$ cat config.mk
export PLATFORM = sky130hd
export DESIGN_NAME = tdp_top
export DESIGN_NICKNAME = d
export VERILOG_FILES = /design/src/tdp_sync3.v /design/src/tdp_tick.v /design/src/tdp_top.v
export VERILOG_INCLUDE_DIRS = /design/src
export SDC_FILE = /design/constraint.sdc
export NUM_CORES = 1
export LEC_CHECK = 0
export ABC_AREA = 1
export ABC_CLOCK_PERIOD_IN_PS = 4500
export BUFFER_PORTS_ARGS = -buffer_cell sky130_fd_sc_hd__buf_2
export CELL_PAD_IN_SITES_DETAIL_PLACEMENT = 0
export CELL_PAD_IN_SITES_GLOBAL_PLACEMENT = 1
export CORE_AREA = 2 2 257 157
export CTS_CLUSTER_SIZE = 8
export DETAILED_ROUTE_END_ITERATION = 16
export DIE_AREA = 0 0 259 159
export HOLD_SLACK_MARGIN = 0.02
export PLACE_DENSITY = 0.79
export SYNTH_ARGS = -nofsm -noshare
export SYNTH_HDL_FRONTEND = slang
export SYNTH_HIERARCHICAL = 1
export SYNTH_SLANG_ARGS = --single-unit
$ cat constraint.sdc
create_clock -name clk_i -period 4.5 [get_ports clk_i]
set_input_delay 0.45 -clock clk_i [delete_from_list [all_inputs] [get_ports clk_i]]
set_output_delay 0.45 -clock clk_i [all_outputs]
set_load 0.01 [all_outputs]
$ cat src/tdp_consts.vh
`ifndef TDP_CONSTS_VH
`define TDP_CONSTS_VH
// timing base
`define TDP_CLK_PERIOD_NS 5
`define TDP_TICK_NS 1000000
`define TDP_BURST_MS 75
`define TDP_CONFIRM_MS 20
`define TDP_PULSE_MS 75
`define TDP_TO_SHORT_MS 10000
`define TDP_TO_LONG_MS 60000
// detection integrator and strap settle
`define TDP_INTEG_LAST 3'h3
`define TDP_STRAP_SETTLE 3'h6
// threshold differential shifts per gain
`define TDP_SHIFT_HIGH 5
`define TDP_SHIFT_MED 4
`define TDP_SHIFT_LOW 3
// up period is down period shifted left by this
`define TDP_DRIFT_RATIO 3
`define TDP_DRIFT_BASE_RST 8'h04
// gain codes
`define TDP_GAIN_HIGH 2'h0
`define TDP_GAIN_MED 2'h1
`define TDP_GAIN_LOW 2'h2
// output modes
`define TDP_MODE_DC 2'h0
`define TDP_MODE_TOGGLE 2'h1
`define TDP_MODE_PULSE 2'h2
// register byte offsets
`define TDP_REG_CTRL 8'h00
`define TDP_REG_STATUS 8'h04
`define TDP_REG_REF 8'h08
`define TDP_REG_SIG 8'h0C
`define TDP_REG_THR 8'h10
// axi responses
`define TDP_RESP_OKAY 2'h0
`define TDP_RESP_SLVERR 2'h2
`endif

$ cat src/tdp_sync3.v
`timescale 1ns/1ps
// three-stage synchroniser; output moves once stages two and three agree
module tdp_sync3 (
  input wire clk_i,
  input wire reset_n_i,
  input wire async_i,
  output reg sync_o
);
  reg s1_q; // metastability catcher, read by s2 only
  reg s2_q;
  reg s3_q;

  // shift chain plus agreement filter
  always @(posedge clk_i) begin
    if (!reset_n_i) begin
      s1_q <= 1'b0;
      s2_q <= 1'b0;
      s3_q <= 1'b0;
      sync_o <= 1'b0;
    end else begin
      s1_q <= async_i;
      s2_q <= s1_q;
      s3_q <= s2_q;
      if (s2_q == s3_q) begin
        sync_o <= s3_q;
      end
    end
  end
endmodule

$ cat src/tdp_tick.v
`timescale 1ns/1ps
// divider giving one-cycle enable every DIV clocks
module tdp_tick #(
  parameter DIV = 200000
) (
  input wire clk_i,
  input wire reset_n_i,
  output reg tick_o
);
  reg [31:0] cnt_q; // cycles since last tick

  // free-running count, pulse at wrap
  always @(posedge clk_i) begin
    if (!reset_n_i) begin
      cnt_q <= 32'h00000000;
      tick_o <= 1'b0;
    end else if (cnt_q == DIV - 1) begin
      cnt_q <= 32'h00000000;
      tick_o <= 1'b1;
    end else begin
      cnt_q <= cnt_q + 32'h00000001;
      tick_o <= 1'b0;
    end
  end
endmodule

$ cat src/tdp_top.v
`timescale 1ns/1ps
`include "tdp_consts.vh"
// touch detect processing core with axi4-lite status/config access
module tdp_top #(
  parameter SIG_W = 16,
  parameter TICK_CYCLES = `TDP_TICK_NS / `TDP_CLK_PERIOD_NS,
  parameter BURST_MS = `TDP_BURST_MS,
  parameter CONFIRM_MS = `TDP_CONFIRM_MS,
  parameter PULSE_MS = `TDP_PULSE_MS,
  parameter TO_SHORT_MS = `TDP_TO_SHORT_MS,
  parameter TO_LONG_MS = `TDP_TO_LONG_MS
) (
  input wire clk_i,
  input wire reset_n_i,
  // straps from pins
  input wire mode_strap_a_i,
  input wire mode_strap_b_i,
  input wire gain_on_sense_line_a_i,
  input wire gain_on_sense_line_b_i,
  // acquisition front end, same clock
  output wire burst_req_o,
  input wire sample_valid_i,
  input wire [SIG_W-1:0] sample_i,
  // detection output, active low
  output wire out_n_o,
  // axi4-lite slave
  input wire [7:0] s_axi_awaddr,
  input wire s_axi_awvalid,
  output wire s_axi_awready,
  input wire [31:0] s_axi_wdata,
  input wire [3:0] s_axi_wstrb,
  input wire s_axi_wvalid,
  output wire s_axi_wready,
  output wire [1:0] s_axi_bresp,
  output wire s_axi_bvalid,
  input wire s_axi_bready,
  input wire [7:0] s_axi_araddr,
  input wire s_axi_arvalid,
  output wire s_axi_arready,
  output wire [31:0] s_axi_rdata,
  output wire [1:0] s_axi_rresp,
  output wire s_axi_rvalid,
  input wire s_axi_rready
);
  localparam [15:0] BURST_L = BURST_MS;
  localparam [15:0] CONFIRM_L = CONFIRM_MS;
  localparam [15:0] PULSE_L = PULSE_MS;
  localparam [15:0] TO_SHORT_L = TO_SHORT_MS;
  localparam [15:0] TO_LONG_L = TO_LONG_MS;

  // synchronised strap levels
  wire mode_a_s;
  wire mode_b_s;
  wire gain_a_s;
  wire gain_b_s;
  wire tick_ms; // 1 ms enable

  tdp_sync3 u_sync_ma (.clk_i(clk_i), .reset_n_i(reset_n_i),
    .async_i(mode_strap_a_i), .sync_o(mode_a_s));
  tdp_sync3 u_sync_mb (.clk_i(clk_i), .reset_n_i(reset_n_i),
    .async_i(mode_strap_b_i), .sync_o(mode_b_s));
  tdp_sync3 u_sync_ga (.clk_i(clk_i), .reset_n_i(reset_n_i),
    .async_i(gain_on_sense_line_a_i), .sync_o(gain_a_s));
  tdp_sync3 u_sync_gb (.clk_i(clk_i), .reset_n_i(reset_n_i),
    .async_i(gain_on_sense_line_b_i), .sync_o(gain_b_s));
  tdp_tick #(.DIV(TICK_CYCLES)) u_tick (.clk_i(clk_i), .reset_n_i(reset_n_i),
    .tick_o(tick_ms));

  // strap capture state
  reg [2:0] settle_q; // cycles since reset release
  reg run_q; // straps latched, processing enabled
  reg [1:0] mode_q; // output mode
  reg to_long_q; // 60 s timeout selected
  reg [1:0] gain_q; // sensitivity code

  // straps are caught once after release and never again
  always @(posedge clk_i) begin
    if (!reset_n_i) begin
      settle_q <= 3'h0;
      run_q <= 1'b0;
      mode_q <= `TDP_MODE_DC;
      to_long_q <= 1'b0;
      gain_q <= `TDP_GAIN_HIGH;
    end else if (!run_q) begin
      if (settle_q == `TDP_STRAP_SETTLE) begin
        run_q <= 1'b1;
        // decode a/b: hh dc10, hl dc60, ll toggle, lh pulse
        case ({mode_a_s, mode_b_s})
          2'h3: mode_q <= `TDP_MODE_DC;
          2'h2: begin
            mode_q <= `TDP_MODE_DC;
            to_long_q <= 1'b1;
          end
          2'h0: mode_q <= `TDP_MODE_TOGGLE;
          default: mode_q <= `TDP_MODE_PULSE;
        endcase
        // open strap gives highest sensitivity
        if (gain_a_s) begin
          gain_q <= `TDP_GAIN_MED;
        end else if (gain_b_s) begin
          gain_q <= `TDP_GAIN_LOW;
        end else begin
          gain_q <= `TDP_GAIN_HIGH;
        end
      end else begin
        settle_q <= settle_q + 3'h1;
      end
    end
  end

  // software-set drift pace, in bursts per down step
  reg [7:0] drift_base_q;
  wire [10:0] up_per = {drift_base_q, 3'h0};
  wire [10:0] dn_per = {3'h0, drift_base_q};

  // signal path state
  reg [SIG_W-1:0] ref_q; // reference level
  reg [SIG_W-1:0] sig_q; // last raw sample
  reg cal_q; // next sample loads reference
  reg active_q; // confirmed detection in effect
  reg [2:0] integ_q; // detection integrator
  reg [10:0] up_cnt_q; // bursts above reference
  reg [10:0] dn_cnt_q; // bursts below reference
  reg [15:0] on_ms_q; // detection duration
  reg newdet_q; // pulse: fresh confirmed detection
  reg timeout_q; // pulse: max on-duration expired
  reg [SIG_W-1:0] diff; // threshold differential

  // differential is a fraction of the reference itself
  always @* begin
    case (gain_q)
      `TDP_GAIN_MED: diff = ref_q >> `TDP_SHIFT_MED;
      `TDP_GAIN_LOW: diff = ref_q >> `TDP_SHIFT_LOW;
      default: diff = ref_q >> `TDP_SHIFT_HIGH;
    endcase
  end

  // combinational so both levels move with every reference step
  wire [SIG_W:0] thr = {1'b0, ref_q} + {1'b0, diff};
  wire [SIG_W:0] hyst = {1'b0, ref_q} + {2'b0, diff[SIG_W-1:1]};
  wire [SIG_W:0] smp = {1'b0, sample_i};
  wire above = smp > thr;
  wire hold = smp >= hyst;
  wire [15:0] to_lim = (to_long_q && mode_q == `TDP_MODE_DC) ? TO_LONG_L : TO_SHORT_L;

  // acquisition processing, drift, integrator and timeout
  always @(posedge clk_i) begin
    if (!reset_n_i) begin
      ref_q <= {SIG_W{1'b0}};
      sig_q <= {SIG_W{1'b0}};
      cal_q <= 1'b1;
      active_q <= 1'b0;
      integ_q <= 3'h0;
      up_cnt_q <= 11'h000;
      dn_cnt_q <= 11'h000;
      on_ms_q <= 16'h0000;
      newdet_q <= 1'b0;
      timeout_q <= 1'b0;
    end else begin
      newdet_q <= 1'b0;
      timeout_q <= 1'b0;
      if (run_q && sample_valid_i) begin
        sig_q <= sample_i;
        if (cal_q) begin
          // calibration: reference snaps to the signal
          ref_q <= sample_i;
          cal_q <= 1'b0;
          integ_q <= 3'h0;
          up_cnt_q <= 11'h000;
          dn_cnt_q <= 11'h000;
        end else if (active_q) begin
          // reference frozen; only the dropout check runs
          if (!hold) begin
            active_q <= 1'b0;
          end
        end else if (above) begin
          if (integ_q == `TDP_INTEG_LAST) begin
            active_q <= 1'b1;
            newdet_q <= 1'b1;
            integ_q <= 3'h0;
          end else begin
            integ_q <= integ_q + 3'h1;
          end
        end else begin
          integ_q <= 3'h0;
          // slow slew-limited tracking, one lsb per period
          if (sample_i > ref_q) begin
            dn_cnt_q <= 11'h000;
            if (up_cnt_q + 11'h001 >= up_per) begin
              ref_q <= ref_q + {{(SIG_W-1){1'b0}}, 1'b1};
              up_cnt_q <= 11'h000;
            end else begin
              up_cnt_q <= up_cnt_q + 11'h001;
            end
          end else if (sample_i < ref_q) begin
            up_cnt_q <= 11'h000;
            // shorter period: falling signals recover fast
            if (dn_cnt_q + 11'h001 >= dn_per) begin
              ref_q <= ref_q - {{(SIG_W-1){1'b0}}, 1'b1};
              dn_cnt_q <= 11'h000;
            end else begin
              dn_cnt_q <= dn_cnt_q + 11'h001;
            end
          end else begin
            up_cnt_q <= 11'h000;
            dn_cnt_q <= 11'h000;
          end
        end
      end
      // max on-duration timer, cleared whenever not detecting
      if (!active_q) begin
        on_ms_q <= 16'h0000;
      end else if (tick_ms) begin
        if (on_ms_q + 16'h0001 >= to_lim) begin
          // stuck: drop detection and recalibrate on next burst
          active_q <= 1'b0;
          cal_q <= 1'b1;
          integ_q <= 3'h0;
          timeout_q <= 1'b1;
          on_ms_q <= 16'h0000;
        end else begin
          on_ms_q <= on_ms_q + 16'h0001;
        end
      end
    end
  end

  // burst scheduler
  reg [15:0] gap_q; // ms since last burst
  reg burst_q; // one-cycle burst request
  wire [15:0] gap_lim = (integ_q != 3'h0) ? CONFIRM_L : BURST_L;

  // confirming bursts come sooner so reaction stays short
  always @(posedge clk_i) begin
    if (!reset_n_i) begin
      gap_q <= 16'h0000;
      burst_q <= 1'b0;
    end else begin
      burst_q <= 1'b0;
      if (run_q && tick_ms) begin
        if (gap_q + 16'h0001 >= gap_lim) begin
          gap_q <= 16'h0000;
          burst_q <= 1'b1;
        end else begin
          gap_q <= gap_q + 16'h0001;
        end
      end
    end
  end
  assign burst_req_o = burst_q;

  // output stage
  reg out_n_q; // registered pin level
  reg toggle_q; // toggle mode state, 1 = active
  reg [15:0] pulse_q; // pulse ms remaining

  // mode-dependent output
  always @(posedge clk_i) begin
    if (!reset_n_i) begin
      out_n_q <= 1'b1;
      toggle_q <= 1'b0;
      pulse_q <= 16'h0000;
    end else begin
      if (newdet_q) begin
        toggle_q <= ~toggle_q;
      end
      if (newdet_q) begin
        pulse_q <= PULSE_L;
      end else if (tick_ms && pulse_q != 16'h0000) begin
        pulse_q <= pulse_q - 16'h0001;
      end
      case (mode_q)
        // timeout clears active_q, so output goes inactive
        `TDP_MODE_DC: out_n_q <= ~active_q;
        // timeout leaves toggle_q untouched
        `TDP_MODE_TOGGLE: out_n_q <= ~toggle_q;
        `TDP_MODE_PULSE: out_n_q <= (pulse_q == 16'h0000);
        default: out_n_q <= 1'b1;
      endcase
    end
  end
  assign out_n_o = out_n_q;

  // axi4-lite write channel
  reg aw_full_q; // address captured
  reg w_full_q; // data captured
  reg [7:0] aw_addr_q;
  reg [31:0] w_data_q;
  reg [3:0] w_strb_q;
  reg bvalid_q;
  reg [1:0] bresp_q;

  assign s_axi_awready = !aw_full_q && !bvalid_q;
  assign s_axi_wready = !w_full_q && !bvalid_q;
  assign s_axi_bvalid = bvalid_q;
  assign s_axi_bresp = bresp_q;

  // address and data taken in any order, write once both held
  always @(posedge clk_i) begin
    if (!reset_n_i) begin
      aw_full_q <= 1'b0;
      w_full_q <= 1'b0;
      aw_addr_q <= 8'h00;
      w_data_q <= 32'h00000000;
      w_strb_q <= 4'h0;
      bvalid_q <= 1'b0;
      bresp_q <= `TDP_RESP_OKAY;
      drift_base_q <= `TDP_DRIFT_BASE_RST;
    end else begin
      if (s_axi_awvalid && s_axi_awready) begin
        aw_full_q <= 1'b1;
        aw_addr_q <= s_axi_awaddr;
      end
      if (s_axi_wvalid && s_axi_wready) begin
        w_full_q <= 1'b1;
        w_data_q <= s_axi_wdata;
        w_strb_q <= s_axi_wstrb;
      end
      if (aw_full_q && w_full_q) begin
        aw_full_q <= 1'b0;
        w_full_q <= 1'b0;
        bvalid_q <= 1'b1;
        if (aw_addr_q == `TDP_REG_CTRL) begin
          bresp_q <= `TDP_RESP_OKAY;
          // zero would step the reference every burst both ways; keep the old pace instead
          if (w_strb_q[0] && w_data_q[7:0] != 8'h00) begin
            drift_base_q <= w_data_q[7:0];
          end
        end else begin
          // read-only or unmapped
          bresp_q <= `TDP_RESP_SLVERR;
        end
      end else if (bvalid_q && s_axi_bready) begin
        bvalid_q <= 1'b0;
      end
    end
  end

  // axi4-lite read channel
  reg rvalid_q;
  reg [31:0] rdata_q;
  reg [1:0] rresp_q;
  reg [31:0] rd_mux;
  reg rd_ok;

  assign s_axi_arready = !rvalid_q;
  assign s_axi_rvalid = rvalid_q;
  assign s_axi_rdata = rdata_q;
  assign s_axi_rresp = rresp_q;

  // read decode, unused upper bits zero
  always @* begin
    rd_ok = 1'b1;
    case (s_axi_araddr)
      `TDP_REG_CTRL: rd_mux = {24'h000000, drift_base_q};
      `TDP_REG_STATUS: rd_mux = {20'h00000, gain_q, mode_q, to_long_q,
        integ_q, cal_q, ~out_n_q, active_q, run_q};
      `TDP_REG_REF: rd_mux = {{(32-SIG_W){1'b0}}, ref_q};
      `TDP_REG_SIG: rd_mux = {{(32-SIG_W){1'b0}}, sig_q};
      `TDP_REG_THR: rd_mux = {hyst[SIG_W-1:0], thr[SIG_W-1:0]};
      default: begin
        rd_mux = 32'h00000000;
        rd_ok = 1'b0;
      end
    endcase
  end

  // one read outstanding; data registered a cycle after address
  always @(posedge clk_i) begin
    if (!reset_n_i) begin
      rvalid_q <= 1'b0;
      rdata_q <= 32'h00000000;
      rresp_q <= `TDP_RESP_OKAY;
    end else if (s_axi_arvalid && s_axi_arready) begin
      rvalid_q <= 1'b1;
      rdata_q <= rd_mux;
      rresp_q <= rd_ok ? `TDP_RESP_OKAY : `TDP_RESP_SLVERR;
    end else if (rvalid_q && s_axi_rready) begin
      rvalid_q <= 1'b0;
    end
  end
endmodule
==> impl_metrics.py <==
metrics = {
    "status": {
        "status": "finished, final reports clean",
    },
    "setup_path": {
        "start_kind": "register",
        "crit_type": "register to register",
        "worstPathMaxFanout": 14,
        "crit_path_end_kind": "register",
        "worstPathRequired_ps": 4940,
        "cp.arrival_ps": 4820,
    },
    "floorplan": {
        "fp.dieH_um": 159,
        "coreArea_um2": 38700,
        "dieArea_um2": 41200,
        "top_level_ports": 123,
        "rows": 56,
        "initial_core_util_pct": 39.7,
        "dieWidth_um": 259,
    },
    "timing": {
        "finalCritPeriodShare_pct": 97.2,
        "finalSetupViolCount": 0,
        "fin_setup_tns_ps": 0,
        "max_freq_mhz": 229,
        "layout_setup_ws_ps": 125,
        "whs_ps": 116,
        "skew_ps": 37.5,
        "slew_headroom_pct": 26.2,
        "final_hold_viol_count": 0,
        "worst_pin_slew_ps": 1100,
        "drv_slew": 0,
        "layout_min_cycle_time_ps": 4370,
    },
    "synth": {
        "synth_top_family_by_area": "simple AND/OR/NAND/NOR gates",
        "ys_seq_area_share_pct": 30.2,
        "synthArstFlopShare_pct": 0,
        "synthFlopType": "dfxtp_1",
        "synthAdderAreaFrac_pct": 11.0,
        "synth_compound_area_share_pct": 14.1,
        "yosys_warnings": 6,
        "synth_xor_area_share_pct": 4.48,
        "synth_edf_count": 0,
        "syn_inst": 2288,
        "synth-simple-area-share_pct": 30.1,
        "syn_area_per_cell_um2": 6.73,
        "synth.distinct_cells": 59,
        "synth_seq_cells": 232,
        "synthMuxAreaShare_pct": 0.195,
        "syn-cell-area_um2": 15400,
    },
    "global_route": {
        "grt.met3_usage_pct": 4.36,
        "grtUsageMet1_pct": 35.2,
        "grt_use_total_pct": 22.6,
        "antenna_found_initial": 1,
        "use_met2_pct": 31.1,
        "grt_busiest_layer": "met1",
        "grt_start_max_net_pins": 90,
        "grt_pass1_wl_mm": 75.0,
        "grt-ovfl-total": 0,
        "first_global_vias": 13900,
    },
    "power": {
        "p_int_mw": 3.61,
        "ir_drop_mv": 0.233,
        "total_power_mw": 4.85,
        "p_leak_nw": 8.02,
        "p_sw_mw": 1.24,
        "seqPwrFrac_pct": 43.6,
        "pwr-share-comb_pct": 8.9,
        "power-per-cell-area_nw_per_um2": 272,
        "p_clk_share_pct": 47.5,
        "sw_frac_of_total_pct": 25.5,
    },
    "cells_and_area": {
        "postLayoutCellArea_um2": 17800,
        "drive_gt1_share_pct": 11.7,
        "syn_to_final_growth_pct": 15.6,
        "layout.cells.non_filler": 2943,
        "final_nets": 2632,
        "fillers": 3933,
        "fin_util_pct": 46.0,
    },
    "clock_network": {
        "ctsHtreeMaxLevel": 2,
        "cts.reportedPaths.clkPinSlew_ps": 50,
        "cts_tree": "done",
        "cts_made_buffers": 34,
        "numClockSinks": 232,
        "clock_latency_ps": 540,
        "ctsHoldBuffers": 0,
        "clk_path_buf_depth": 3,
        "root_buffer": "clkbuf_16",
    },
    "hold_path": {
        "worstHoldPathType": "primary input to register",
    },
    "route": {
        "wl_per_cell_um": 16.0,
        "vias": 15200,
        "antenna_left": 0,
        "route.detailed.drc": 0,
        "first_pass_iters": 5,
        "drtIter0Drc": 1166,
        "routed_wl_mm": 47.1,
        "via_per_inst": 5.16,
    },
    "place": {
        "port_buffers": 93,
        "dp.cells": 2902,
        "postPlaceCellArea_um2": 16600,
        "gp_congestion": 0.988,
        "hpwl_mm": 36.1,
        "post-place-ws_ps": -70.9,
    },
    "run": {
        "drv_cap": 0,
    },
}
[what timing repair did]
item | 4_1_cts | 5_1_grt
buffers inserted | 0 | 3
setup endpoints to repair | 40 | 43
gates resized for setup | 3 | 54
pin swaps | 0 | 14
gates cloned | 0 | 0
[Yosys cell counts (all sizes together) (7+ instances only)]
cell type  count  area (um2)
o21a           7        52.6
clkbuf        34         128
a21oi        174         882
nand2        508        1940
o22ai         16         100
nand4         63         400
nand3b         8        60.1
nor2         341        1380
ha           130        1630
o21ai        135         687
xnor2         19         166
nand3         79         440
nor4           9        71.3
buf           24         180
a31oi         10        62.6
xor2          58         523
dfxtp        232        4640
nor3          49         277
inv          322        1210
o221ai        13         114
[registers in the layout, summed over array words and instances (netlist names), 2 cells and up]
register / count
up_cnt_q: 11
integ_q: 3
u_tick/cnt_q: 32
aw_addr_q: 8
s_axi_rdata: 32
gap_q: 16
w_data_q: 8
gain_q: 2
sig_q: 16
mode_q: 2
drift_base_q: 8
on_ms_q: 16
ref_q: 16
settle_q: 3
dn_cnt_q: 11
pulse_q: 16
[power groups by stage]
stage	sequential, mW	combinational, mW	clock [mW]
global placement	2.16	0.405	0
CTS	2.11	0.417	2.38
floorplan	2.15	0.264	0
global route	2.12	0.482	2.46
detailed placement	2.16	0.414	0
finish	2.12	0.430	2.30
[cell type report]
class | count | area [um2] | share of cell area (%)
inverter | 327 | 1240 | 6.98
clock inverter | 2 | 32.5 | 0.183
timing repair buffer | 152 | 922 | 5.18
tap | 522 | 653 | 3.67
clock buffer | 35 | 876 | 4.92
multi-input combinational | 1672 | 9430 | 53.0
antenna | 1 | 2.50 | 0.0141
sequential | 232 | 4650 | 26.1
[final timing paths]
path | startpoint | to | slack [ps] | cells after the start
max | gain_q[0] | dn_cnt_q[4] | 130 | 27
min | mode_strap_b_i | u_sync_mb/s1_q | 120 | 3
min reg2reg | u_sync_mb/s1_q | u_sync_mb/s2_q | 420 | 2
max reg2reg | gain_q[0] | dn_cnt_q[4] | 130 | 27
[layer usage]
layer	wire (um)	part of all wire (%)
met5	0	0
met4	1030	2.2
met3	4050	8.6
met1	24200	51
met2	17900	38
[placed cells by master, fill, tap and decap left out, types with 8 or more instances in the layout]
master and count:
nand2_1 495, nor2_1 322, inv_1 312, dfxtp_1 230, a21oi_1 167, ha_1 119, o21ai_0 116, buf_2 92
nand3_1 72, nand4_1 62, buf_4 58, xor2_1 55, nor3_1 44, clkbuf_16 35, xnor2_1 19, o21ai_1 16
o22ai_1 16, o221ai_1 13, nand2_2 11, a31oi_1 10, nor2_4 10, ha_4 10, nor2_2 9, inv_2 8
nand3b_1 8, nor4_1 8
[kinds of logic after synthesis]
kind of cell,after synthesis
muxes,3
other,1
and+or+nand+nor,1069
xor gates and xnor gates,77
buffers and inverters,385
DFF,232
adders and majority gates,133
AOI/OAI and AO/OA,388
[worst max-delay path, cell delays in order (launching register included)]
cell	delay, ps
dfxtp_2	360
inv_2	60
ha_4	300
inv_8	50
buf_4	150
o21ai_0	180
inv_1	120
ha_4	310
inv_1	60
nor3_1	180
nand2_1	90
nand2_2	140
a21oi_4	90
o21ai_4	200
xor2_2	170
inv_1	60
ha_1	280
nand2_2	80
inv_1	50
nand3_1	60
nor4_1	50
buf_4	140
nor4_4	340
nand3_4	210
nand2_4	180
buf_8	150
o21ai_0	80
nor2_1	130
Power figures use the tool's default switching activity.
